<file path="config.mk">
export PLATFORM = sky130hd
export DESIGN_NAME = rldr_regs
export DESIGN_NICKNAME = d
export VERILOG_FILES = /design/src/core/rldr_pkg.sv /design/src/core/rldr_bitrev.sv /design/src/core/rldr_tally.sv /design/src/core/rldr_regs.sv
export SDC_FILE = /design/constraint.sdc
export NUM_CORES = 1
export LEC_CHECK = 0
export ABC_CLOCK_PERIOD_IN_PS = 5600
export BUFFER_PORTS_ARGS = -buffer_cell sky130_fd_sc_hd__buf_2
export CORE_UTILIZATION = 57
export DETAILED_ROUTE_END_ITERATION = 8
export PLACE_DENSITY = 0.81
export SYNTH_ARGS = -nofsm -noshare
export SYNTH_HDL_FRONTEND = slang
export SYNTH_SLANG_ARGS = --single-unit
</file>
<file path="constraint.sdc">
create_clock -name core_clk -period 5.6 [get_ports core_clk]
set_input_delay 0 -clock core_clk [delete_from_list [all_inputs] [get_ports core_clk]]
set_output_delay 0 -clock core_clk [all_outputs]
set_load 0.02 [all_outputs]
</file>
<file path="src/core/rldr_pkg.sv">
// constants and types shared by the rx lane diagnostic register bank
package rldr_pkg;

  // management register offsets inside device addresses 4 and 5
  localparam logic [15:0] TALLY0_ADDR = 16'h8010;
  localparam logic [15:0] TALLY1_ADDR = 16'h8011;
  localparam logic [15:0] TALLY2_ADDR = 16'h8012;
  localparam logic [15:0] TALLY3_ADDR = 16'h8013;
  localparam logic [15:0] SYNC_STATES_ADDR = 16'h8014;
  localparam logic [15:0] DESKEW_ADDR = 16'h8015;
  localparam logic [15:0] ALL_SYNC_ADDR = 16'h8016;
  localparam logic [15:0] BITREV_ADDR = 16'h8017;
  localparam logic [15:0] LOOPSEL_ADDR = 16'h8018;

  // reset values and the counter maximum
  localparam logic [15:0] TALLY_RESET = 16'hFFFD;
  localparam logic [15:0] TALLY_MAX = 16'hFFFF;
  localparam logic [15:0] BITREV_RESET = 16'h0005;
  localparam logic [15:0] LOOPSEL_RESET = 16'h0000;
  localparam logic [15:0] STATUS_RESET = 16'h0000;

  // field positions
  localparam int BR_XGMII_RX_BIT = 3;
  localparam int BR_XAUI_RX_BIT = 2;
  localparam int BR_XGMII_TX_BIT = 1;
  localparam int BR_XAUI_TX_BIT = 0;
  localparam int LB_SERIAL_BIT = 1;
  localparam int LB_HOST_BIT = 0;
  localparam int SYNC_STATES_LSB = 0;
  localparam int SYNC_STATES_MSB = 11;
  localparam int ALIGN_STATE_LSB = 12;
  localparam int COLLISION_BIT = 0;
  localparam int ALL_SYNC_BIT = 11;

  // management frame layout
  localparam logic [4:0] DEVAD_A = 5'h04;
  localparam logic [4:0] DEVAD_B = 5'h05;
  localparam logic [1:0] FRAME_START = 2'h0;
  localparam logic [1:0] OP_ADDRESS = 2'h0;
  localparam logic [1:0] OP_WRITE = 2'h1;
  localparam logic [1:0] OP_READ_INC = 2'h2;
  localparam logic [1:0] OP_READ = 2'h3;
  localparam logic [5:0] PREAMBLE_ONES = 6'h20;
  localparam logic [5:0] HEADER_LAST = 6'h0D;
  localparam logic [5:0] DATA_LAST = 6'h0F;

  // management frame engine states
  typedef enum logic [1:0] {
    MS_PREAMBLE,
    MS_HEADER,
    MS_TURN,
    MS_DATA
  } rldr_mframe_state_type;

endpackage

</file>
<file path="src/core/rldr_bitrev.sv">
// per-lane bit order reversal, purely combinational
module rldr_bitrev import rldr_pkg::*; #(
  parameter int LANE_W = 8,
  parameter int LANES = 4
) (
  // control
  input wire logic en,
  // data
  input wire logic [LANE_W*LANES-1:0] din,
  output logic [LANE_W*LANES-1:0] dout
);

  // mirror each lane on its own, lanes keep their place
  always_comb begin
    for (int l = 0; l < LANES; l++) begin
      for (int b = 0; b < LANE_W; b++) begin
        dout[l*LANE_W+b] = en ? din[l*LANE_W+LANE_W-1-b] : din[l*LANE_W+b];
      end
    end
  end

endmodule // rldr_bitrev

</file>
<file path="src/core/rldr_tally.sv">
// one saturating, clear-on-read invalid code group counter
module rldr_tally import rldr_pkg::*; (
  // clock and reset
  input wire logic core_clk,
  input wire logic resetn,
  // events
  input wire logic code_err,
  input wire logic align_ok,
  input wire logic rd_clr,
  // state
  output logic [15:0] count
);

  logic [15:0] next_count; // value after this edge
  logic bump; // an error that may be counted

  // count only while aligned, saturate, restart from a read
  always_comb begin
    bump = code_err && align_ok;
    if (rd_clr) begin
      // the error in the clearing cycle is kept
      next_count = bump ? 16'h0001 : 16'h0000;
    end else if (bump && count != TALLY_MAX) begin
      next_count = count + 16'h0001;
    end else begin
      next_count = count;
    end
  end

  // register
  always_ff @(posedge core_clk or negedge resetn) begin
    if (!resetn) begin
      count <= TALLY_RESET;
    end else begin
      count <= next_count;
    end
  end

  property p_tally_inc;
    @(posedge core_clk) disable iff (!resetn)
    code_err && align_ok && !rd_clr && count != TALLY_MAX
      |=> count == $past(count) + 16'h0001;
  endproperty
  a_tally_inc: assert property (p_tally_inc)
    else $error("tally did not advance on error");

  property p_tally_hold;
    @(posedge core_clk) disable iff (!resetn)
    !align_ok && !rd_clr |=> $stable(count);
  endproperty
  a_tally_hold: assert property (p_tally_hold)
    else $error("tally moved while lanes not aligned");

  property p_tally_sat;
    @(posedge core_clk) disable iff (!resetn)
    count == TALLY_MAX && !rd_clr |=> count == TALLY_MAX;
  endproperty
  a_tally_sat: assert property (p_tally_sat)
    else $error("tally wrapped past maximum");

  property p_tally_clr;
    @(posedge core_clk) disable iff (!resetn)
    rd_clr |=> count == {15'h0000, $past(code_err && align_ok)};
  endproperty
  a_tally_clr: assert property (p_tally_clr)
    else $error("tally read clear lost or kept counts");

  c_tally_sat: cover property (@(posedge core_clk) disable iff (!resetn)
    count == TALLY_MAX && code_err && align_ok);

endmodule // rldr_tally

</file>
<file path="src/core/rldr_regs.sv">
// rx lane diagnostic, bit order and loopback registers behind the mdio port
// How it works
// - per-lane 16-bit counter counts undecodable groups
// - counting only while all lanes aligned
// - counter saturates at maximum, never wraps
// - reading a counter returns then clears it
// - per-lane sync state, 3 bits each
// - alignment state in bits 15 to 12
// - fifo collision bit latched high until read
// - all-lanes sync bit latched low until read
// - bit 3 reverses rx data toward host
// - bit 2 reverses data from deserializers
// - bit 1 reverses host transmit data
// - bit 0 reverses serializer data; reset 0x0005
// - bit 1 loops rx xgmii into tx
// - bit 0 loops 40-bit tx into rx
module rldr_regs import rldr_pkg::*; (
  // clock and reset
  input wire logic core_clk,
  input wire logic resetn,
  // management serial port, sampled in the core clock
  input wire logic mdc,
  input wire logic mdio_in,
  output logic mdio_out,
  output logic mdio_oe_n,
  input wire logic [4:0] port_addr,
  // receive status from the lane logic
  input wire logic [3:0] code_err,
  input wire logic align_ok,
  input wire logic [11:0] lane_sync_state,
  input wire logic [3:0] deskew_state,
  input wire logic deskew_collision,
  input wire logic all_lanes_sync,
  input wire logic ctrl0_bit14,
  // deserializer data of channels a and b, 4 lanes of 10 bits
  input wire logic [39:0] rxa_raw,
  input wire logic [39:0] rxb_raw,
  output logic [39:0] rxa_ordered,
  output logic [39:0] rxb_ordered,
  // receive xgmii data toward the host
  input wire logic [31:0] rx_path_d,
  input wire logic [3:0] rx_path_c,
  output logic [31:0] host_rx_d,
  output logic [3:0] host_rx_c,
  // transmit xgmii data from the host
  input wire logic [31:0] host_tx_d,
  input wire logic [3:0] host_tx_c,
  output logic [31:0] tx_path_d,
  output logic [3:0] tx_path_c,
  // encoded data toward the serializer
  input wire logic [39:0] tx_enc,
  output logic [39:0] ser_tx
);

  // ---------------- management frame engine ----------------
  rldr_mframe_state_type mstate, next_mstate; // frame phase
  logic mdc_q; // last mdc sample for edge finding
  logic [5:0] bitcnt, next_bitcnt; // bits seen in the phase
  logic [13:0] hdr, next_hdr; // start, op, port, device
  logic [15:0] shreg, next_shreg; // data in or out
  logic [15:0] maddr, next_maddr; // shared register address
  logic [1:0] op, next_op; // op of the frame in flight
  logic sel, next_sel; // frame is for this device
  logic next_mdio_out; // next driven bit
  logic next_mdio_oe_n; // next enable, low drives
  logic mdc_rise; // host data valid here
  logic [13:0] hdr_full; // header with the last bit
  logic is_read; // read op in flight
  logic rd_event; // read data is taken now
  logic wr_event; // write data complete now
  logic [15:0] wr_data; // data of a completed write
  logic [15:0] rd_value; // register contents at maddr

  // register bank state
  logic [15:0] tally [4]; // per-lane counters
  logic [3:0] bitrev, next_bitrev; // reversal enables
  logic [1:0] loopsel, next_loopsel; // loopback enables
  logic collision_flag, next_collision_flag; // latched high
  logic sync_flag, next_sync_flag; // latched low

  assign mdc_rise = mdc && !mdc_q;
  assign hdr_full = {hdr[12:0], mdio_in};
  assign is_read = (op == OP_READ) || (op == OP_READ_INC);
  assign wr_data = {shreg[14:0], mdio_in};
  assign rd_event = mdc_rise && mstate == MS_TURN && bitcnt == 6'h00 &&
    sel && is_read;
  assign wr_event = mdc_rise && mstate == MS_DATA && bitcnt == DATA_LAST &&
    sel && op == OP_WRITE;

  // read mux, unmapped offsets read zero
  always_comb begin
    rd_value = 16'h0000;
    case (maddr)
      TALLY0_ADDR: rd_value = tally[0];
      TALLY1_ADDR: rd_value = tally[1];
      TALLY2_ADDR: rd_value = tally[2];
      TALLY3_ADDR: rd_value = tally[3];
      SYNC_STATES_ADDR: begin
        rd_value[SYNC_STATES_MSB:SYNC_STATES_LSB] = lane_sync_state;
      end
      DESKEW_ADDR: begin
        rd_value[ALIGN_STATE_LSB+:4] = deskew_state;
        rd_value[COLLISION_BIT] = collision_flag;
      end
      ALL_SYNC_ADDR: rd_value[ALL_SYNC_BIT] = sync_flag;
      BITREV_ADDR: rd_value[3:0] = bitrev;
      LOOPSEL_ADDR: rd_value[1:0] = loopsel;
      default: rd_value = 16'h0000;
    endcase
  end

  // frame decoding: preamble, header, turnaround, data
  always_comb begin
    next_mstate = mstate;
    next_bitcnt = bitcnt;
    next_hdr = hdr;
    next_shreg = shreg;
    next_maddr = maddr;
    next_op = op;
    next_sel = sel;
    next_mdio_out = mdio_out;
    next_mdio_oe_n = mdio_oe_n;
    if (mdc_rise) begin
      case (mstate)
        MS_PREAMBLE: begin
          if (mdio_in) begin
            // count ones, saturating at the needed run
            if (bitcnt != PREAMBLE_ONES) begin
              next_bitcnt = bitcnt + 6'h01;
            end
          end else if (bitcnt == PREAMBLE_ONES) begin
            // first start bit taken here
            next_hdr = 14'h0000;
            next_bitcnt = 6'h01;
            next_mstate = MS_HEADER;
          end else begin
            next_bitcnt = 6'h00;
          end
        end
        MS_HEADER: begin
          next_hdr = hdr_full;
          if (bitcnt == HEADER_LAST) begin
            next_op = hdr_full[11:10];
            next_sel = hdr_full[13:12] == FRAME_START &&
              hdr_full[9:5] == port_addr &&
              (hdr_full[4:0] == DEVAD_A || hdr_full[4:0] == DEVAD_B);
            next_bitcnt = 6'h00;
            next_mstate = MS_TURN;
          end else begin
            next_bitcnt = bitcnt + 6'h01;
          end
        end
        MS_TURN: begin
          if (bitcnt == 6'h00) begin
            // second turnaround bit is driven low on reads
            if (sel && is_read) begin
              next_shreg = rd_value;
              next_mdio_out = 1'b0;
              next_mdio_oe_n = 1'b0;
            end
            next_bitcnt = 6'h01;
          end else begin
            if (sel && is_read) begin
              next_mdio_out = shreg[15];
            end
            next_bitcnt = 6'h00;
            next_mstate = MS_DATA;
          end
        end
        MS_DATA: begin
          if (sel && is_read) begin
            next_mdio_out = shreg[14];
            next_shreg = {shreg[14:0], 1'b0};
          end else begin
            next_shreg = wr_data;
          end
          if (bitcnt == DATA_LAST) begin
            // frame done: release the line, settle the address
            next_mdio_out = 1'b1;
            next_mdio_oe_n = 1'b1;
            if (sel && op == OP_ADDRESS) begin
              next_maddr = wr_data;
            end else if (sel && op == OP_READ_INC) begin
              next_maddr = maddr + 16'h0001;
            end
            next_bitcnt = 6'h00;
            next_mstate = MS_PREAMBLE;
          end else begin
            next_bitcnt = bitcnt + 6'h01;
          end
        end
        default: begin
          next_bitcnt = 6'h00;
          next_mstate = MS_PREAMBLE;
        end
      endcase
    end
  end

  // frame engine registers
  always_ff @(posedge core_clk or negedge resetn) begin
    if (!resetn) begin
      mstate <= MS_PREAMBLE;
      mdc_q <= 1'b0;
      bitcnt <= 6'h00;
      hdr <= 14'h0000;
      shreg <= 16'h0000;
      maddr <= 16'h0000;
      op <= OP_ADDRESS;
      sel <= 1'b0;
      mdio_out <= 1'b1;
      mdio_oe_n <= 1'b1;
    end else begin
      mstate <= next_mstate;
      mdc_q <= mdc;
      bitcnt <= next_bitcnt;
      hdr <= next_hdr;
      shreg <= next_shreg;
      maddr <= next_maddr;
      op <= next_op;
      sel <= next_sel;
      mdio_out <= next_mdio_out;
      mdio_oe_n <= next_mdio_oe_n;
    end
  end

  // ---------------- counters ----------------
  for (genvar g = 0; g < 4; g++) begin : g_tally
    rldr_tally u_tally (
      .core_clk(core_clk),
      .resetn(resetn),
      .code_err(code_err[g]),
      .align_ok(align_ok),
      .rd_clr(rd_event && maddr == TALLY0_ADDR + 16'(g)),
      .count(tally[g])
    );
  end

  // ---------------- control and latched status ----------------
  // a new event beats the clear of the read that sees the old value
  always_comb begin
    next_bitrev = bitrev;
    next_loopsel = loopsel;
    if (wr_event && maddr == BITREV_ADDR) begin
      next_bitrev = wr_data[3:0];
    end
    if (wr_event && maddr == LOOPSEL_ADDR) begin
      next_loopsel = wr_data[1:0];
    end
    next_collision_flag = deskew_collision ||
      (collision_flag && !(rd_event && maddr == DESKEW_ADDR));
    // a read re-arms the flag to the live level, a loss pulls it low
    if (rd_event && maddr == ALL_SYNC_ADDR) begin
      next_sync_flag = all_lanes_sync;
    end else begin
      next_sync_flag = sync_flag && all_lanes_sync;
    end
  end

  // control registers
  always_ff @(posedge core_clk or negedge resetn) begin
    if (!resetn) begin
      bitrev <= BITREV_RESET[3:0];
      loopsel <= LOOPSEL_RESET[1:0];
      collision_flag <= STATUS_RESET[COLLISION_BIT];
      sync_flag <= STATUS_RESET[ALL_SYNC_BIT];
    end else begin
      bitrev <= next_bitrev;
      loopsel <= next_loopsel;
      collision_flag <= next_collision_flag;
      sync_flag <= next_sync_flag;
    end
  end

  // ---------------- data paths ----------------
  logic lb_serial; // rx xgmii looped into tx
  logic lb_host; // serializer data looped into rx
  logic [39:0] rxa_src, rxb_src; // deserializer or loopback
  logic [39:0] rxa_rev, rxb_rev, ser_rev; // reversed 10-bit lanes
  logic [35:0] xrx_rev, xtx_rev; // reversed bytes, control kept
  logic [39:0] next_rxa_ordered, next_rxb_ordered, next_ser_tx;
  logic [31:0] next_host_rx_d, next_tx_path_d;
  logic [3:0] next_host_rx_c, next_tx_path_c;

  // control bit 14 set disables both loopbacks
  assign lb_serial = loopsel[LB_SERIAL_BIT] && !ctrl0_bit14;
  assign lb_host = loopsel[LB_HOST_BIT] && !ctrl0_bit14;
  // looping the serializer word keeps it aligned with the rx lanes
  assign rxa_src = lb_host ? ser_rev : rxa_raw;
  assign rxb_src = lb_host ? ser_rev : rxb_raw;

  rldr_bitrev #(.LANE_W(10), .LANES(4)) u_rev_rxa (
    .en(bitrev[BR_XAUI_RX_BIT]),
    .din(rxa_src),
    .dout(rxa_rev)
  );

  rldr_bitrev #(.LANE_W(10), .LANES(4)) u_rev_rxb (
    .en(bitrev[BR_XAUI_RX_BIT]),
    .din(rxb_src),
    .dout(rxb_rev)
  );

  rldr_bitrev #(.LANE_W(9), .LANES(4)) u_rev_xrx (
    .en(bitrev[BR_XGMII_RX_BIT]),
    .din({rx_path_c[3], rx_path_d[31:24], rx_path_c[2], rx_path_d[23:16],
      rx_path_c[1], rx_path_d[15:8], rx_path_c[0], rx_path_d[7:0]}),
    .dout(xrx_rev)
  );

  rldr_bitrev #(.LANE_W(9), .LANES(4)) u_rev_xtx (
    .en(bitrev[BR_XGMII_TX_BIT]),
    .din({host_tx_c[3], host_tx_d[31:24], host_tx_c[2], host_tx_d[23:16],
      host_tx_c[1], host_tx_d[15:8], host_tx_c[0], host_tx_d[7:0]}),
    .dout(xtx_rev)
  );

  rldr_bitrev #(.LANE_W(10), .LANES(4)) u_rev_ser (
    .en(bitrev[BR_XAUI_TX_BIT]),
    .din(tx_enc),
    .dout(ser_rev)
  );

  // unpack per-lane words; the control bit sits at the lane top
  always_comb begin
    next_rxa_ordered = rxa_rev;
    next_rxb_ordered = rxb_rev;
    next_ser_tx = ser_rev;
    for (int l = 0; l < 4; l++) begin
      // reversing 9 bits moves the control bit to the lane bottom
      next_host_rx_d[l*8+:8] = bitrev[BR_XGMII_RX_BIT] ?
        xrx_rev[l*9+1+:8] : xrx_rev[l*9+:8];
      next_host_rx_c[l] = bitrev[BR_XGMII_RX_BIT] ?
        xrx_rev[l*9] : xrx_rev[l*9+8];
      next_tx_path_d[l*8+:8] = bitrev[BR_XGMII_TX_BIT] ?
        xtx_rev[l*9+1+:8] : xtx_rev[l*9+:8];
      next_tx_path_c[l] = bitrev[BR_XGMII_TX_BIT] ?
        xtx_rev[l*9] : xtx_rev[l*9+8];
    end
    if (lb_serial) begin
      next_tx_path_d = rx_path_d;
      next_tx_path_c = rx_path_c;
    end
  end

  // data outputs, one register stage each
  always_ff @(posedge core_clk or negedge resetn) begin
    if (!resetn) begin
      rxa_ordered <= 40'h00_0000_0000;
      rxb_ordered <= 40'h00_0000_0000;
      host_rx_d <= 32'h0000_0000;
      host_rx_c <= 4'h0;
      tx_path_d <= 32'h0000_0000;
      tx_path_c <= 4'h0;
      ser_tx <= 40'h00_0000_0000;
    end else begin
      rxa_ordered <= next_rxa_ordered;
      rxb_ordered <= next_rxb_ordered;
      host_rx_d <= next_host_rx_d;
      host_rx_c <= next_host_rx_c;
      tx_path_d <= next_tx_path_d;
      tx_path_c <= next_tx_path_c;
      ser_tx <= next_ser_tx;
    end
  end

  // ---------------- checks ----------------
  property p_collision_latch;
    @(posedge core_clk) disable iff (!resetn)
    deskew_collision |=> collision_flag;
  endproperty
  a_collision_latch: assert property (p_collision_latch)
    else $error("collision not latched");

  property p_sync_low;
    @(posedge core_clk) disable iff (!resetn)
    !all_lanes_sync |=> !sync_flag;
  endproperty
  a_sync_low: assert property (p_sync_low)
    else $error("sync loss not latched low");

  property p_rx_plain;
    @(posedge core_clk) disable iff (!resetn)
    !bitrev[BR_XGMII_RX_BIT] |=> host_rx_d == $past(rx_path_d);
  endproperty
  a_rx_plain: assert property (p_rx_plain)
    else $error("rx host data altered without reversal");

  property p_rx_rev;
    @(posedge core_clk) disable iff (!resetn)
    bitrev[BR_XGMII_RX_BIT] |=> host_rx_d[0] == $past(rx_path_d[7]);
  endproperty
  a_rx_rev: assert property (p_rx_rev)
    else $error("rx host byte not reversed");

  property p_serial_loop;
    @(posedge core_clk) disable iff (!resetn)
    loopsel[LB_SERIAL_BIT] && !ctrl0_bit14 |=>
      tx_path_d == $past(rx_path_d) && tx_path_c == $past(rx_path_c);
  endproperty
  a_serial_loop: assert property (p_serial_loop)
    else $error("serial side loopback not applied");

  property p_host_loop;
    @(posedge core_clk) disable iff (!resetn)
    loopsel[LB_HOST_BIT] && !ctrl0_bit14 && !bitrev[BR_XAUI_RX_BIT] |=>
      rxa_ordered == ser_tx;
  endproperty
  a_host_loop: assert property (p_host_loop)
    else $error("host side loopback not applied");

  property p_lb_blocked;
    @(posedge core_clk) disable iff (!resetn)
    ctrl0_bit14 && !bitrev[BR_XAUI_RX_BIT] |=> rxa_ordered == $past(rxa_raw);
  endproperty
  a_lb_blocked: assert property (p_lb_blocked)
    else $error("loopback active while control bit 14 set");

  c_read_frame: cover property (@(posedge core_clk) disable iff (!resetn)
    rd_event);
  c_write_frame: cover property (@(posedge core_clk) disable iff (!resetn)
    wr_event);
  c_collision_read: cover property (@(posedge core_clk)
    disable iff (!resetn) rd_event && maddr == DESKEW_ADDR && collision_flag);

endmodule // rldr_regs

</file>
==> Flow_metrics.wiki, run 1 <==
{| class="wikitable"
! Metric !! Value
|-
| Capturing point of the worst reg2reg path || rxa_ordered[30]
|-
| Clock latency reported for the late side of the worst-skew pair || between 500 and 600 ps
|-
| Commonest non-fill, non-tap cells in the layout || buf_2, dlygate4sd3_1, dfrtp_1
|-
| Critical path origin || bitrev[0]
|-
| Layout Skew || 20.94 ps
|-
| Capturing element type of the critical path || flip-flop
|-
| DRT Wirelength || approximately 62 mm
|-
| Antenna violations before repair || 14
|-
| Utilization after layout || between 80% and 90%
|-
| Critical path destination || rxa_ordered[30]
|-
| Run status || completed
|-
| Design Power || about 6.5 mW
|-
| Placer Congestion || approximately 1.0
|-
| Hold Path Origin || lane_sync_state[0]
|-
| Routed wirelength normalized by instance count || between 20 and 25 um
|-
| Number of design-rule violations left by the first detailed-router iteration || about 2200
|-
| Area of the die || roughly 0.028 sq mm
|-
| Least setup slack across all paths after layout || approximately 2300 ps
|-
| Ratio of final minimum period to clock period || about three fifths
|-
| Count of flip-flops with a built-in enable after synthesis || 0
|-
| Count of cell types in the netlist || 69
|-
| Vias in the first global route || between 15000 and 20000
|-
| Die width || ~170 um
|-
| Worst slew pin tran || roughly 1400 ps
|-
| Arrival time at the worst endpoint || ~3600 ps
|-
| Placeable Area || 0.02703 sq mm
|-
| Tot GR Track Use || 43.45%
|-
| Pwr dens || a little under 300 mW/mm^2
|-
| Leakage power || 9.357 nW
|-
| Post-route worst hold slack || 43.03 ps
|-
| Largest net degree at the start of global routing || between 100 and 150
|-
| Total count of max-transition violations in the final report || 0
|-
| Max Clock Freq || 306.9 MHz
|-
| Post-synthesis sequential area ratio || between 50% and 60%
|-
| Count of endpoints failing hold in the final timing report || 0
|-
| Cell row count || 60
|-
| Minimum clock period after layout || ~3300 ps
|-
| Max-capacitance violation count || 0
|-
| Most common flop cell mapped by yosys || dfrtp_1
|-
| Total placed cells including tap cells || between 2000 and 2500
|-
| Buffer levels on the longest clock path || 3
|-
| 1st-pass router iterations || 8
|-
| Clock buffer count from CTS || 37
|-
| Placed cell areas || about 0.018 sq mm
|-
| Total setup buffers inserted after CTS || 0
|-
| Antenna-violating nets left || 0
|-
| Synth Instances || about 1500
|-
| Slew margin rel. || a little over 3%
|-
| GRT Residual Overflow || 0
|-
| RSZ-0062 raised after global routing || no
|-
| Synthesis-to-layout area growth || 39.84%
|-
| Mean number of vias per cell || 6.379
|-
| Setup Slack @ Placement || ~2900 ps
|-
| Reg2Reg Setup Slack || around 2300 ps
|-
| Starting density of the core || 58.32%
|-
| Setup Crit Path Kind || reg2reg
|-
| Number of instances on the worst hold path || 4
|-
| Number of input and output port buffers inserted || 418
|-
| TritonCTS clock tree || done
|-
| Post-synthesis area per instance || 10.64 sq um
|-
| Post-Syn Area || 0.01576 sq mm
|-
| Fraction of layout cells with a size suffix above 1 || 29.80%
|-
| Commonest non-fill, non-tap cell in the layout || buf_2
|-
| Total of warnings raised by yosys || 0
|-
| Flip-flop and latch count after synthesis || ~320
|-
| Hold WC Path Type || in2reg
|-
| H-tree depth || 2
|-
| Crit start category || flip-flop
|-
| Root Buffer || clkbuf_16
|-
| Net count after synthesis || 1721
|-
| Final nets || around 2400
|-
| Worst vdd rail ir drop || roughly 0.00030 V
|-
| Placed wire-length estimate after detailed placement || between 30 and 40 mm
|-
| Hold buffers post-CTS || between 200 and 300
|-
| Share of synthesized flip-flops with an asynchronous set or reset || 100.0%
|-
| Height of the die || 168.3 um
|-
| Clock Pin Slew Worst Setup and Hold Paths || approximately 60 ps
|-
| Worst-path fanout max || between 40 and 50
|-
| Setup TNS || 0 ps
|-
| Required @ worst endpoint || 5980 ps
|-
| Final standard cell area without fillers || between 0.02 and 0.025 sq mm
|-
| Total via count in the routed design || about 16000
|-
| Startpoint of the most critical register-to-register path || bitrev[0]
|-
| Clock Sink Count || roughly 320
|-
| Finish-stage setup viols || 0
|-
| Wire length of the first global-routing pass || 93.96 mm
|-
| Resized Gates After CTS || 0
|-
| Final std cells w/o fill || about 2500
|-
| Cells on worst reg2reg path || 5
|-
| Post-route DRC violation count || 0
|-
| Number of placed I/O pins || about 420
|}
-- critical path: stages, from the launching register on --
cell,delay (ps)
dfstp_2,1290
mux2_2,450
or3b_2,460
o21ai_0,160
mux2i_1,130
dlygate4sd3_1,620
-- kinds of logic (layout without fill, tap and decap cells) --
| kind of cell | count (synthesis) | in the layout | share of synthesized area [%] |
|---|---|---|---|
| buf+inv | 109 | 789 | 2.778 |
| mux | 214 | 214 | 14.28 |
| flops | 323 | 323 | 51.79 |
| compound gates | 304 | 304 | 11.81 |
| xor+xnor | 49 | 49 | 2.723 |
| fa+ha+maj | 15 | 15 | 1.191 |
| other cells | 0 | 13 | 0 |
| simple gates | 467 | 467 | 15.42 |
-- synthesized netlist by cell type (4+ instances only) --
master	number	area share, %
dfrtp_1	259	41
o21ai_0	140	4.4
mux2i_1	127	8.1
nand2_1	108	2.6
nor2_1	102	2.4
mux2_2	83	5.9
clkbuf_1	73	1.7
dfstp_2	64	11
nand2b_1	57	2.3
a21oi_1	47	1.5
nand3_1	38	1.2
xnor2_1	36	2.0
a22oi_1	34	1.6
nand4_1	34	1.3
nor3_1	31	0.98
nor4_1	19	0.75
ha_1	15	1.2
inv_1	15	0.36
xor2_1	13	0.72
a22o_1	12	0.67
buf_2	11	0.35
or3_1	11	0.44
nor2b_1	10	0.40
o22ai_1	9	0.36
and3_1	8	0.32
nor3b_1	8	0.38
a31oi_1	7	0.28
buf_1	7	0.17
a211o_1	6	0.33
a21boi_0	5	0.24
a221oi_1	5	0.28
and4_1	5	0.28
nand3b_1	5	0.24
a211oi_1	4	0.19
a21o_1	4	0.19
a2bb2oi_1	4	0.22
a41oi_1	4	0.22
and2_1	4	0.16
mux2_1	4	0.29
nand4b_1	4	0.22
nor4b_1	4	0.22
o21a_1	4	0.19
or2_2	4	0.16
-- power breakdown --
group / total, mW / switching, mW / internal [mW]
clock: 2.32 / 0.973 / 1.35
sequential: 2.92 / 0.295 / 2.62
combinational: 1.29 / 0.711 / 0.583
-- registers in the layout, summed over array words and instances (netlist names), 16 cells and up --
register and cells:
g_tally.u_tally.count 64, host_rx_d 32, maddr 16, rxa_ordered 40
rxb_ordered 40, ser_tx 40, shreg 16, tx_path_d 32
-- area by class of cell --
cell class	instances	area, sq um
flip-flops and latches	323	8168
multi-input cells	1049	7184
repair buffers	711	5035
fillers	1492	4985
clock buffers	57	1101
well taps	341	426.7
inverters	15	56.30
clock inverters	6	37.54
diodes	13	32.53
-- routing by layer --
| layer | wire, um | GRT usage (%) |
|---|---|---|
| met5 | 50 | 0 |
| met1 | 21050 | 49.78 |
| met4 | 4777 | 27.94 |
| met2 | 28690 | 69.15 |
| met3 | 7585 | 15.63 |
-- how the worst min path moves through the flow --
| stage | end | slack, ps |
|---|---|---|
| global route | rxa_ordered[1] | 50 |
| global placement | rxb_ordered[25] | -100 |
| detailed placement | rxb_ordered[25] | -90 |
| floorplan | bitcnt[0] | -300 |
| finish | shreg[0] | 40 |
| CTS | g_tally[2].u_tally.count[0] | 6 |
(Power assumes the default switching activity.)
==> run 2, diff against run 1 <==
ABC_AREA = 1   (was unset)
ABC_CLOCK_PERIOD_IN_PS = 3000   (was 5600)
CORE_UTILIZATION = 54   (was 57)
PLACE_DENSITY = 0.77   (was 0.81)
clock period = 3 ns   (was 5.6 ns; I/O delays follow)
==> run 2 against run 1 <==
  * Register-to-register slack lost 2200 ps
  * Die area rose by 12%
  * First-iteration DRC count is 12% higher
  * Cell area up 6.5%
  * Sequential share of layout area decreased by 2.2 points
  * Sequential power rose by 90%
  * Global-route usage shrank 1.3 points
  * Worst hold slack worse by 11 ps
  * Worst setup slack worse by 2200 ps
==> Flow_metrics.wiki, run 2 <==
{| class="wikitable"
! Metric !! Value
|-
| Total count of max-transition violations in the final report || 0
|-
| Cell row count || 64
|-
| Simple-gate portion of the synthesized area || 26.90%
|-
| Commonest non-fill, non-tap cells in the layout || nand2_1, buf_2, dlygate4sd3_1
|-
| Post-Syn Area || between 0.015 and 0.02 sq mm
|-
| Routed wirelength normalized by instance count || roughly 20 um
|-
| Largest net degree at the start of global routing || 94
|-
| Share of synthesized flip-flops with an asynchronous set or reset || 100.0%
|-
| Antenna-violating nets left || 0
|-
| Required @ worst endpoint || ~3400 ps
|-
| Net count after synthesis || approximately 2400
|-
| Starting density of the core || a little over half
|-
| Least setup slack across all paths after layout || ~110 ps
|-
| Area of the multi-input gates || approximately 0.0071 sq mm
|-
| Clock Sink Count || 323
|-
| Clock latency reported for the late side of the worst-skew pair || about 530 ps
|-
| TritonCTS clock tree || done
|-
| Share of the synthesized area in the top cell type || between 30% and 40%
|-
| Height of the die || 178.1 um
|-
| Worst-path fanout max || 36
|-
| Max-capacitance violation count || 0
|-
| Area of the die || between 0.03 and 0.04 sq mm
|-
| Finish-stage setup viols || 0
|-
| Flip-flop count of the largest register after layout || 64
|-
| Capturing element type of the critical path || flip-flop
|-
| Vias in the first global route || between 15000 and 20000
|-
| Sequential cell area in the final layout || ~0.0082 sq mm
|-
| Largest family of logic cells by synthesized area || simple AND/OR/NAND/NOR gates
|-
| Cell with the most instances after synthesis || nand2_1
|-
| Antenna violations before repair || 12
|-
| Proportion of synthesized area in mux cells || less than 1%
|-
| Count of cell types in the netlist || 51
|-
| Setup Slack @ Placement || slightly above 800 ps
|-
| Design Power || approximately 13 mW
|-
| Filler cell count || between 1500 and 2000
|-
| RSZ-0062 raised after global routing || no
|-
| Ratio of final minimum period to clock period || 96.45%
|-
| Post-route DRC violation count || 0
|-
| Run status || completed
|-
| Leakage power || roughly 12 nW
|-
| Post-synthesis area per instance || roughly 7.6 sq um
|-
| H-tree depth || 2
|-
| Cell types occupying the most area after synthesis || dfrtp_1, nand2_1, dfstp_2
|-
| Setup Crit Path Kind || reg2reg
|-
| Adder-cell area share of the yosys netlist || under 10%
|-
| Mean number of vias per cell || 5.733
|-
| Clock Pin Slew Worst Setup and Hold Paths || about 60 ps
|-
| Synthesized-area fraction occupied by xor and xnor cells || between 1.5 and 2%
|-
| Setup TNS || 0 ps
|-
| Most frequent cells after synthesis || nand2_1, inv_1, dfrtp_1, nor2_1, o21ai_0
|-
| Layout Skew || approximately 17 ps
|-
| Crit start category || flip-flop
|-
| Placed wire-length estimate after detailed placement || between 30 and 40 mm
|-
| Post-synthesis sequential area ratio || about half
|-
| Placer Congestion || ~1
|-
| Root Buffer || clkbuf_16
|-
| Total of warnings raised by yosys || 0
|-
| Cell type contributing the most total cell area after synthesis || dfrtp_1
|-
| Synthesis-to-layout area growth || 40.16%
|-
| Final std cells w/o fill || 3311
|-
| Minimum clock period after layout || just under 3000 ps
|-
| Placeable Area || 0.03051 sq mm
|-
| Tot GR Track Use || between 40% and 50%
|-
| Flip-flop and latch count after synthesis || ~320
|-
| Total via count in the routed design || between 15000 and 20000
|-
| Fraction of layout cells with a size suffix above 1 || 21.83%
|-
| Buffer levels on the longest clock path || 3
|-
| Number of placed I/O pins || ~420
|-
| Largest reg by FF count || g_tally.u_tally.count
|-
| Pwr dens || about 560 mW/mm^2
|-
| Max Clock Freq || 345.6 MHz
|-
| Count of flip-flops with a built-in enable after synthesis || 0
|-
| Slew margin rel. || 41.34%
|-
| Worst slew pin tran || approximately 880 ps
|-
| Most common flop cell mapped by yosys || dfrtp_1
|-
| GRT Residual Overflow || 0
|-
| DRT Wirelength || between 60 and 70 mm
|-
| 1st-pass router iterations || 9
|-
| Arrival time at the worst endpoint || between 3000 and 4000 ps
|-
| Wire length of the first global-routing pass || just over 100 mm
|-
| Post-route worst hold slack || around 32 ps
|-
| Hold WC Path Type || in2reg
|-
| Synth Instances || around 2200
|-
| Final nets || between 3000 and 4000
|-
| Count of endpoints failing hold in the final timing report || 0
|-
| Commonest non-fill, non-tap cell in the layout || nand2_1
|-
| Clock buffer count from CTS || 37
|-
| Number of input and output port buffers inserted || about 420
|-
| Number of design-rule violations left by the first detailed-router iteration || around 2500
|-
| Compound-cell area share of the yosys netlist || about an eighth
|-
| Worst vdd rail ir drop || between 0.0005 and 0.0006 V
|-
| Die width || 178.1 um
|-
| Total placed cells including tap cells || roughly 2900
|}
-- run 2: cell types whose count changed in the layout (fill, tap and decap cells not counted), moves of 46 or more --
cell,previous run,this run
mux2i_1,127,0
nand2_1,108,599
inv_1,15,269
o21ai_0,140,204
nand3_1,38,96
nand2b_1,57,0
nor2_1,102,216
mux2_2,83,4
a21oi_1,47,93
-- run 2: cell families (layout without fill, tap and decap cells) --
| logic type | Yosys count | after routing |
|---|---|---|
| other cells | 0 | 6 |
| mux | 4 | 4 |
| fa+ha+maj | 15 | 15 |
| buf+inv | 373 | 1093 |
| flops | 323 | 323 |
| simple gates | 1051 | 1051 |
| xor+xnor | 29 | 29 |
| compound gates | 394 | 394 |
-- run 2: power breakdown --
| part | switching, mW | leakage [nW] | internal [mW] |
|---|---|---|---|
| Clock | 1.87 | 0.576 | 2.61 |
| Sequential | 0.457 | 3.75 | 5.10 |
| Combinational | 2.02 | 7.49 | 1.14 |
| Total | 4.35 | 11.8 | 8.85 |
-- run 2: final timing paths --
check | endpoint | slack (ps) | start | depth (start not counted)
max | rxa_ordered[26] | 110 | bitrev[0] | 9
min in group asynchronous | rxb_ordered[15] | 90 | resetn | 2
min | shreg[9] | 30 | lane_sync_state[9] | 7
min reg2reg | shreg[13] | 480 | shreg[13] | 2
max in group asynchronous | g_tally[2].u_tally.count[6] | 1900 | resetn | 3
max reg2reg | rxa_ordered[26] | 110 | bitrev[0] | 9
-- run 2: layer usage --
layer / wire [um] / track usage (%)
met2: 29760 / 63.05
met4: 4860 / 24.00
met1: 24020 / 50.19
met3: 7975 / 18.07
met5: 246 / 5.449
-- run 2: what timing repair did --
action,in CTS,in global routing
hold buffers,313,0
setup buffers,0,0
gates resized for setup,0,1
endpoints found under the hold margin,304,0
setup endpoints to repair,0,4
-- run 2: cell type report --
type                            instances  share of cell area (%)
Clock inverter                         10                  0.3732
Sequential cell                       323                   34.81
Tap cell                              396                   2.111
Multi-Input combinational cell       1493                   30.26
Inverter                              281                   4.511
Antenna cell                            6                 0.06398
Clock buffer                           53                   4.639
Timing Repair Buffer                  749                   23.23
-- run 2: worst max-delay path: stages (launching register included) --
cell           delay, ps
dfstp_2              720
buf_12               270
nor2_1                90
a21oi_1              130
dlygate4sd3_1        610
nand2_1               90
nand2_1              120
inv_1                 80
o21ai_0              140
dlygate4sd3_1        570
-- run 2: stage by stage --
step,utilization [%],area (sq um)
final,76.92,23470
after global routing,76.89,23460
after CTS,76.77,23420
after detailed placement,62.65,19110
after global placement,62.65,19110
after floorplan,-,16740
